## src/hdl/sbs_pkg.sv

```systemverilog
// constants and helpers shared by both ends of the split-port burst sram link
// assumes one common clock and reset for both ends
//
// Summary of operation
// - write data taken on every beat of a write
// - write data bus 9, 18 or 36 bits
// - active-low write select starts write on K phase
// - deselected write port ignores write data
// - nibble enables gate bits 3:0 and 7:4
// - nibble enable sampled with its own beat
// - active-low byte enables sampled with each beat
// - disabled byte lanes keep previous contents
// - byte enables gate 8:0, 17:9, 26:18, 35:27
// - one address bus shared, sampled on K phase
// - address 21, 20 or 19 bits per width
// - address ignored when port deselected
// - read data launched on every beat
// - read outputs released once a four-beat burst ends with read deselected
// - read bus width per organisation, requested data only
// - every access begins on K phase
// - every read delivers four beats
package sbs_pkg;
    // ========================================================
    // organisation widths
    localparam int DW_X9      = 9;
    localparam int DW_X18     = 18;
    localparam int DW_X36     = 36;
    localparam int AW_X9      = 21;
    localparam int AW_X18     = 20;
    localparam int AW_X36     = 19;
    // the built link is the widest organisation
    localparam int DW         = DW_X36;
    localparam int AW         = AW_X36;
    localparam int NBE        = 4;
    localparam int LANE_W     = 9;
    localparam int NIB_W      = 4;
    localparam int NNIB       = 2;
    // ========================================================
    // burst and model depth
    localparam int BURST      = 4;
    localparam int BEAT_W     = 2;
    localparam int MEM_GBITS  = 4;
    localparam int FIFO_DEPTH = 8;
    localparam int FIFO_W     = AW + NBE + DW;
    // ========================================================
    // reset values
    localparam logic       PHASE_RST = 1'b0;
    localparam logic [DW-1:0] Q_RST  = 36'h0;

    // per-bit write mask from the active-low lane enables
    function automatic logic [DW-1:0] lane_mask(
        input logic [NBE-1:0] be_n,
        input logic           nibble_mode
    );
        logic [DW-1:0] m;
        m = '0;
        if (nibble_mode) begin
            for (int n = 0; n < NNIB; n++) begin
                if (!be_n[n]) begin
                    m[n*NIB_W +: NIB_W] = '1;
                end
            end
        end else begin
            for (int b = 0; b < NBE; b++) begin
                if (!be_n[b]) begin
                    m[b*LANE_W +: LANE_W] = '1;
                end
            end
        end
        return m;
    endfunction
endpackage

```

## src/hdl/sbs_link_if.sv

```systemverilog
// pin bundle between memory device end and controller end
// assumes both ends share i_clock; q is valid only while q_oe is high
`timescale 1ns/100ps
`default_nettype none
interface sbs_link_if;
    logic                     write_port_select_n;
    logic                     read_port_select_n;
    logic [sbs_pkg::AW-1:0]   addr;
    logic [sbs_pkg::DW-1:0]   d;
    logic [sbs_pkg::NBE-1:0]  byte_write_enable_n;
    logic [sbs_pkg::DW-1:0]   q;
    logic                     q_oe;

    modport device (
        input  write_port_select_n,
        input  read_port_select_n,
        input  addr,
        input  d,
        input  byte_write_enable_n,
        output q,
        output q_oe
    );
    modport ctrl (
        output write_port_select_n,
        output read_port_select_n,
        output addr,
        output d,
        output byte_write_enable_n,
        input  q,
        input  q_oe
    );
endinterface
`default_nettype wire

```

## src/hdl/sbs_fifo.sv

```systemverilog
// small synchronous fifo with valid/ready on both sides
// assumes a single clock; depth is a power of two
`timescale 1ns/100ps
`default_nettype none
module sbs_fifo #(
    parameter int W     = 8,
    parameter int DEPTH = 8
) (
    input  wire logic         i_clock,
    input  wire logic         i_rst_n,
    input  wire logic [W-1:0] i_in_data,
    input  wire logic         i_in_valid,
    output logic              o_in_ready,
    output logic [W-1:0]      o_out_data,
    output logic              o_out_valid,
    input  wire logic         i_out_ready
);
    localparam int PW = $clog2(DEPTH);
    logic [W-1:0] mem [DEPTH];
    logic [PW:0]  wr_q;
    logic [PW:0]  rd_q;
    logic         push;
    logic         pop;

    // ========================================================
    // flags
    assign o_in_ready  = (wr_q - rd_q) != (PW+1)'(DEPTH);
    assign o_out_valid = wr_q != rd_q;
    assign push        = i_in_valid && o_in_ready;
    assign pop         = o_out_valid && i_out_ready;
    assign o_out_data  = mem[rd_q[PW-1:0]];

    // ========================================================
    // storage and pointers
    always_ff @(posedge i_clock) begin
        if (push) begin
            mem[wr_q[PW-1:0]] <= i_in_data;
        end
    end

    always_ff @(posedge i_clock or negedge i_rst_n) begin
        if (!i_rst_n) begin
            wr_q <= '0;
            rd_q <= '0;
        end else begin
            if (push) begin
                wr_q <= wr_q + 1'b1;
            end
            if (pop) begin
                rd_q <= rd_q + 1'b1;
            end
        end
    end
endmodule
`default_nettype wire

```

## src/hdl/sbs_ctrl.sv

```systemverilog
// controller end: queues write beats, issues four-beat bursts, collects reads
// assumes the device resets with it so both phase toggles agree
`timescale 1ns/100ps
`default_nettype none
module sbs_ctrl (
    input  wire logic                      i_clock,
    input  wire logic                      i_rst_n,
    input  wire logic [sbs_pkg::AW-1:0]    i_wr_addr,
    input  wire logic [sbs_pkg::DW-1:0]    i_wr_data,
    input  wire logic [sbs_pkg::NBE-1:0]   i_wr_be_n,
    input  wire logic                      i_wr_valid,
    output logic                           o_wr_ready,
    input  wire logic [sbs_pkg::AW-1:0]    i_rd_addr,
    input  wire logic                      i_rd_valid,
    output logic                           o_rd_ready,
    output logic [sbs_pkg::DW-1:0]         o_rd_data,
    output logic                           o_rd_valid,
    sbs_link_if.ctrl                       link
);
    typedef enum logic [1:0] {
        SBS_WR_IDLE  = 2'b01,
        SBS_WR_BURST = 2'b10
    } sbs_wr_st_t;

    sbs_wr_st_t                 st_q;
    logic                       phase_q;
    logic [sbs_pkg::BEAT_W-1:0] wcnt_q;
    logic [sbs_pkg::BEAT_W-1:0] rcnt_q;
    logic [sbs_pkg::FIFO_W-1:0] f_data;
    logic                       f_valid;
    logic                       f_pop;
    logic                       rd_go;
    logic                       wr_go;
    logic                       wps_n_q;
    logic                       rps_n_q;
    logic [sbs_pkg::AW-1:0]     addr_q;
    logic [sbs_pkg::DW-1:0]     d_q;
    logic [sbs_pkg::NBE-1:0]    be_n_q;

    // ========================================================
    // write beat queue; full fifo stalls the user
    sbs_fifo #(
        .W     (sbs_pkg::FIFO_W),
        .DEPTH (sbs_pkg::FIFO_DEPTH)
    ) u_fifo (
        .i_clock     (i_clock),
        .i_rst_n     (i_rst_n),
        .i_in_data   ({i_wr_addr, i_wr_be_n, i_wr_data}),
        .i_in_valid  (i_wr_valid),
        .o_in_ready  (o_wr_ready),
        .o_out_data  (f_data),
        .o_out_valid (f_valid),
        .i_out_ready (f_pop)
    );

    // ========================================================
    // decisions on phase 1 so registered pins land on K phase
    assign o_rd_ready = phase_q && rcnt_q == '0;
    assign rd_go      = o_rd_ready && i_rd_valid;
    // reads win the shared address when both are ready on one cycle
    assign wr_go      = phase_q && !rd_go && f_valid
                        && st_q == SBS_WR_IDLE;
    assign f_pop      = wr_go || (st_q == SBS_WR_BURST && f_valid);

    always_ff @(posedge i_clock or negedge i_rst_n) begin
        if (!i_rst_n) begin
            phase_q <= sbs_pkg::PHASE_RST;
        end else begin
            phase_q <= ~phase_q;
        end
    end

    always_ff @(posedge i_clock or negedge i_rst_n) begin
        if (!i_rst_n) begin
            rcnt_q <= '0;
        end else if (rd_go) begin
            rcnt_q <= sbs_pkg::BEAT_W'(sbs_pkg::BURST - 1);
        end else if (rcnt_q != '0) begin
            rcnt_q <= rcnt_q - 1'b1;
        end
    end

    always_ff @(posedge i_clock or negedge i_rst_n) begin
        if (!i_rst_n) begin
            st_q   <= SBS_WR_IDLE;
            wcnt_q <= '0;
        end else begin
            case (st_q)
                SBS_WR_IDLE: begin
                    if (wr_go) begin
                        st_q   <= SBS_WR_BURST;
                        wcnt_q <= sbs_pkg::BEAT_W'(1);
                    end
                end
                SBS_WR_BURST: begin
                    wcnt_q <= wcnt_q + 1'b1;
                    if (wcnt_q == sbs_pkg::BEAT_W'(sbs_pkg::BURST - 1)) begin
                        st_q <= SBS_WR_IDLE;
                    end
                end
                default: begin
                    st_q <= SBS_WR_IDLE;
                end
            endcase
        end
    end

    // ========================================================
    // pin registers
    always_ff @(posedge i_clock or negedge i_rst_n) begin
        if (!i_rst_n) begin
            wps_n_q <= 1'b1;
            rps_n_q <= 1'b1;
            addr_q  <= '0;
            d_q     <= '0;
            be_n_q  <= '1;
        end else begin
            wps_n_q <= !wr_go;
            rps_n_q <= !rd_go;
            if (rd_go) begin
                addr_q <= i_rd_addr;
            end else if (wr_go) begin
                addr_q <= f_data[sbs_pkg::FIFO_W-1 -: sbs_pkg::AW];
            end
            if (f_pop) begin
                d_q    <= f_data[sbs_pkg::DW-1:0];
                be_n_q <= f_data[sbs_pkg::DW +: sbs_pkg::NBE];
            end else begin
                // an underrun beat is sent with every lane disabled
                be_n_q <= '1;
            end
        end
    end

    assign link.write_port_select_n = wps_n_q;
    assign link.read_port_select_n  = rps_n_q;
    assign link.addr                = addr_q;
    assign link.d                   = d_q;
    assign link.byte_write_enable_n = be_n_q;

    // ========================================================
    // read capture
    always_ff @(posedge i_clock or negedge i_rst_n) begin
        if (!i_rst_n) begin
            o_rd_data  <= '0;
            o_rd_valid <= 1'b0;
        end else begin
            o_rd_valid <= link.q_oe;
            if (link.q_oe) begin
                o_rd_data <= link.q;
            end
        end
    end
endmodule
`default_nettype wire

```

## src/flat_wrapper.sv

```systemverilog
// flat-port wrapper written by rule: the top's interface ports become plain ports
module sbs_ctrl_flat 
  (i_clock, i_rst_n, i_wr_addr, i_wr_data, i_wr_be_n, i_wr_valid, o_wr_ready, i_rd_addr, i_rd_valid, o_rd_ready, o_rd_data, o_rd_valid, link_write_port_select_n, link_read_port_select_n, link_addr, link_d, link_byte_write_enable_n, link_q, link_q_oe);
  sbs_link_if link_i ();
  input  wire logic i_clock;
  input  wire logic i_rst_n;
  input  wire logic [sbs_pkg::AW-1:0] i_wr_addr;
  input  wire logic [sbs_pkg::DW-1:0] i_wr_data;
  input  wire logic [sbs_pkg::NBE-1:0] i_wr_be_n;
  input  wire logic i_wr_valid;
  output logic o_wr_ready;
  input  wire logic [sbs_pkg::AW-1:0] i_rd_addr;
  input  wire logic i_rd_valid;
  output logic o_rd_ready;
  output logic [sbs_pkg::DW-1:0] o_rd_data;
  output logic o_rd_valid;
  output wire logic [$bits(link_i.write_port_select_n)-1:0] link_write_port_select_n;
  output wire logic [$bits(link_i.read_port_select_n)-1:0] link_read_port_select_n;
  output wire logic [$bits(link_i.addr)-1:0] link_addr;
  output wire logic [$bits(link_i.d)-1:0] link_d;
  output wire logic [$bits(link_i.byte_write_enable_n)-1:0] link_byte_write_enable_n;
  input wire logic [$bits(link_i.q)-1:0] link_q;
  input wire logic [$bits(link_i.q_oe)-1:0] link_q_oe;
  assign link_write_port_select_n = link_i.write_port_select_n;
  assign link_read_port_select_n = link_i.read_port_select_n;
  assign link_addr = link_i.addr;
  assign link_d = link_i.d;
  assign link_byte_write_enable_n = link_i.byte_write_enable_n;
  assign link_i.q = link_q;
  assign link_i.q_oe = link_q_oe;
  sbs_ctrl u_core (.i_clock(i_clock), .i_rst_n(i_rst_n), .i_wr_addr(i_wr_addr), .i_wr_data(i_wr_data), .i_wr_be_n(i_wr_be_n), .i_wr_valid(i_wr_valid), .o_wr_ready(o_wr_ready), .i_rd_addr(i_rd_addr), .i_rd_valid(i_rd_valid), .o_rd_ready(o_rd_ready), .o_rd_data(o_rd_data), .o_rd_valid(o_rd_valid), .link(link_i));
endmodule
```

## config.mk

```make
export PLATFORM = sky130hd
export DESIGN_NAME = sbs_ctrl_flat
export DESIGN_NICKNAME = d
export VERILOG_FILES = /design/src/hdl/sbs_pkg.sv /design/src/hdl/sbs_link_if.sv /design/src/hdl/sbs_fifo.sv /design/src/hdl/sbs_ctrl.sv /design/src/flat_wrapper.sv
export SDC_FILE = /design/constraint.sdc
export NUM_CORES = 1
export LEC_CHECK = 0
export BUFFER_PORTS_ARGS = -buffer_cell sky130_fd_sc_hd__buf_4
export CORE_MARGIN = 5
export CORE_UTILIZATION = 50
export DETAILED_ROUTE_END_ITERATION = 16
export GPL_TIMING_DRIVEN = 0
export PLACE_DENSITY = 0.69
export RECOVER_POWER = 50
export SYNTH_ARGS = -nofsm -noshare
export SYNTH_HDL_FRONTEND = slang
export SYNTH_SLANG_ARGS = --single-unit
export TNS_END_PERCENT = 100
```

## constraint.sdc

```tcl
create_clock -name i_clock -period 6.44 [get_ports i_clock]
set_clock_uncertainty 0.2 [all_clocks]
set_input_delay 1.288 -clock i_clock [delete_from_list [all_inputs] [get_ports i_clock]]
set_output_delay 1.288 -clock i_clock [all_outputs]
set_load 0.005 [all_outputs]
```

==> impl_metrics.toml <==
[critical_path]
crit_chain = "clkbuf_1 -> inv_2 -> clkbuf_1 -> ha_1 -> clkbuf_2 -> a21oi_1 -> a21boi_1 -> or4_4 -> buf_4"
criticalPathCategory = "reg -> out"
path_buf_inv = 5
max_stage_delay_ps = 570
start_kind = "register"
reg2reg_depth = 12
cpMostUsedCell = "clkbuf_1"
crit_fanout = 10
critPathArrivalTime_ps = 3680
reg2reg_slack_ps = 1750
slowest_stage = "clkbuf_1"
worstSetupEndpoint = "o_wr_ready"
critPathLaunch = "u_core.u_fifo.rd_q[2]"
end_kind = "primary output"
reg2reg_to = "u_core.u_fifo.mem[0][28]"
cp_top_family = "buffers and inverters"
reg2reg_from = "u_core.u_fifo.rd_q[2]"
cp_num_cells = 9
required_ps = 4950

[synth]
synth_edf_count = 472
async_reset_ff_share_pct = 19.3
synth-xor-area-share_pct = 0.428
synth_top_family_by_area = "multiplexers"
avgSynthCellArea_um2 = 20.2
synth.mux.area_fraction_pct = 14.7
syn-cell-area_mm2 = 0.0219
ys_types = 39
synth_seq_cells = 585
syn_inst = 1086
synth_adder_area_share_pct = 0.399
synthSimpleGateAreaFrac_pct = 3.14
syn_nets = 1212
ys.flop_type = "edfxtp_1"
synth_compound_area_share_pct = 2.48
synth_seq_area_share_pct = 77.6
ys_warn_count = 0

[layout]
fillers = 3144
nets = 1517
syn_to_final_growth_pct = 20.8
final_layout_size_suffix_gt1_share_pct = 32.1
insertedDiodeCount = 0
layout.cells.non_filler = 2022
final_util_pct = 61.2

[clocking]
cts_sinks = 585
cts_setup_buffers = 0
clock_path_buffers = 3
cts-buffers-inserted = 58
ctsHoldBuffers = 0
cts_tree = "built"
cts_max_level = 2
cts_root_buf = "clkbuf_16"
insertion_delay_ps = 600
path_clk_slew_ps = 60
post_cts_resize_count = 0

[placement]
port_buffers = 218
gp_congestion = 0.775
dp_cells = 1916
dpl.hpwl_um = 31400

[sta]
fin_hold_ws_ps = 299
final-setup-viol-count = 0
final_hold_viol_count = 0
timing.final.crit_share_pct = 80.2
finalCriticalPeriod_ps = 5170
fmax_mhz = 194
rsz0062_at_grt = "no"
relSlewSlack_pct = -72.5
maxSlewViolCount = 116
worstMarginPinSlew_ps = 2590

[grt]
grt_pass1_vias = 11656
grt_usage_pct = 20.7
grt_max_degree = 73
grt.overflow.total = 0
antenna_found_initial = 6
grt_pass1_wl_um = 73700

[run_status]
status = "finished, violations left"
violations = "capacitance limit, slew limit"

[pwr]
p_comb_share_pct = 32.7
p_seq_share_pct = 42.0
p_leak_uw = 0.00926
cellPowerDensity_mw_per_mm2 = 470
clkPwrFrac_pct = 25.4
p_switching_uw = 3900
p_sw_share_pct = 31.4
p_total_uw = 12400
vdd_drop_max_v = 0.000279
intPower_uw = 8540

[drt]
wirelength_um = 49400
wl_per_cell_um = 24.4
drc = 0
drt-vias-per-instance = 5.63
vias = 11374
detail-route-antenna-nets = 0
drtIter0Drc = 922
first_pass_iters = 5

[die]
start_util_pct = 50.7
die_x_um = 219
dieHeight_um = 219
die_area_mm2 = 0.0481
rows = 76
coreArea_mm2 = 0.0433
io_pins = 219

[flow_run]
drv_cap = 2

[min_path]
hold_path_class = "reg -> reg"
## logic make-up (layout without fill, tap and decap cells)
group / count (synthesis) / count (layout)
multiplexers: 171 / 171
AND/OR/NAND/NOR: 166 / 166
XOR/XNOR: 9 / 9
buffers and inverters: 64 / 415
adder cells (fa/ha/maj): 7 / 7
AO/OA/AOI/OAI: 84 / 84
flip-flops: 585 / 585
## routing by layer
| layer | share of wire (%) | global-route usage (%) |
|---|---|---|
| met1 | 43 | 29.4 |
| met2 | 48 | 33.6 |
| met4 | 1.7 | 4.33 |
| met3 | 6.8 | 4.75 |
| met5 | 0.15 | 0 |
## how the worst min path moves through the flow
stage | cells past startpoint | to | slack (ps) | from
after floorplan | 1 | u_core.phase_q | 220 | u_core.phase_q
after global placement | 1 | u_core.phase_q | 260 | u_core.phase_q
after detailed placement | 1 | u_core.phase_q | 290 | u_core.phase_q
after CTS | 1 | u_core.phase_q | 300 | u_core.phase_q
after global routing | 1 | u_core.wcnt_q[0] | 320 | u_core.wcnt_q[0]
final | 1 | u_core.phase_q | 300 | u_core.phase_q
## flip-flops by register name, indices dropped and copies added, names as in the netlist, 2 cells and up
register                         flops
u_core.link.addr                    19
u_core.link.byte_write_enable_n      4
u_core.link.d                       36
u_core.o_rd_data                    36
u_core.rcnt_q                        2
u_core.st_q                          2
u_core.u_fifo.mem                  472
u_core.u_fifo.rd_q                   4
u_core.u_fifo.wr_q                   4
u_core.wcnt_q                        2
## power groups by stage
stage / registers, uW / logic, uW / clock network (uW)
2_1_floorplan: 5250 / 2440 / 0
6_report: 5220 / 4060 / 3150
4_1_cts: 5220 / 4170 / 3220
5_1_grt: 5280 / 4430 / 3390
3_3_place_gp: 5360 / 3850 / 0
3_5_place_dp: 5290 / 4160 / 0
## placed cells by master, fill, tap and decap left out, drive strengths merged, types with 2 or more instances in the layout
| cell | Yosys | routed |
|---|---|---|
| dfstp | 7 | 7 |
| nor2b | 2 | 2 |
| and2 | 2 | 2 |
| a21oi | 3 | 3 |
| o21ai | 18 | 18 |
| a31oi | 40 | 40 |
| nand3b | 2 | 2 |
| o22ai | 3 | 3 |
| nor3 | 4 | 4 |
| clkinv | 0 | 9 |
| xnor2 | 6 | 6 |
| and3 | 2 | 2 |
| inv | 10 | 11 |
| nand2 | 96 | 96 |
| nand3 | 6 | 6 |
| dfrtp | 106 | 106 |
| ha | 7 | 7 |
| edfxtp | 472 | 472 |
| xor2 | 3 | 3 |
| nand2b | 3 | 3 |
| a22oi | 16 | 16 |
| buf | 29 | 200 |
| mux2 | 37 | 37 |
| mux4 | 118 | 118 |
| clkbuf | 25 | 194 |
| nor2 | 46 | 46 |
| mux2i | 16 | 16 |
## Yosys cell counts (2+ instances only)
cell      number  area [um^2]
dfstp_2        7          184
inv_2          3         11.3
dfrtp_1      106         2650
nand3b_1       2         15.0
buf_2         24          120
edfxtp_1     472        14200
a22oi_1       16          120
clkbuf_1      24         90.1
ha_1           7         87.6
mux2_2        37          417
nor3_1         4         20.0
o21ai_0       18         90.1
mux4_2       118         2660
xnor2_1        4         35.0
buf_1          5         18.8
o22ai_1        3         18.8
nand2b_1       3         18.8
xor2_1         3         26.3
a31oi_1       40          250
mux2i_1       16          160
a21oi_1        3         15.0
nor2_1        45          169
nand3_1        6         30.0
nand2_1       96          360
xnor2_2        2         32.5
and2_1         2         12.5
inv_1          7         26.3
nor2b_1        2         12.5
## cell type report
cell class / count / area [um^2] / area share (%)
Sequential cell: 585 / 17000 / 64.2
Tap cell: 585 / 732 / 2.76
Inverter: 10 / 37.5 / 0.142
Buffer: 54 / 233 / 0.878
Timing Repair Buffer: 245 / 1980 / 7.48
Multi-Input combinational cell: 437 / 4720 / 17.8
Clock buffer: 95 / 1700 / 6.42
Clock inverter: 11 / 77.6 / 0.293
## metrics by stage
stage	setup slack, ps	area, um^2	setup TNS [ps]
after floorplan	1270	21900	0
final	1270	26500	0
after detailed placement	1700	25000	0
after CTS	1230	26800	0
after global routing	920	26500	0
after global placement	-2260	24300	-937190
(Power assumes the default switching activity.)
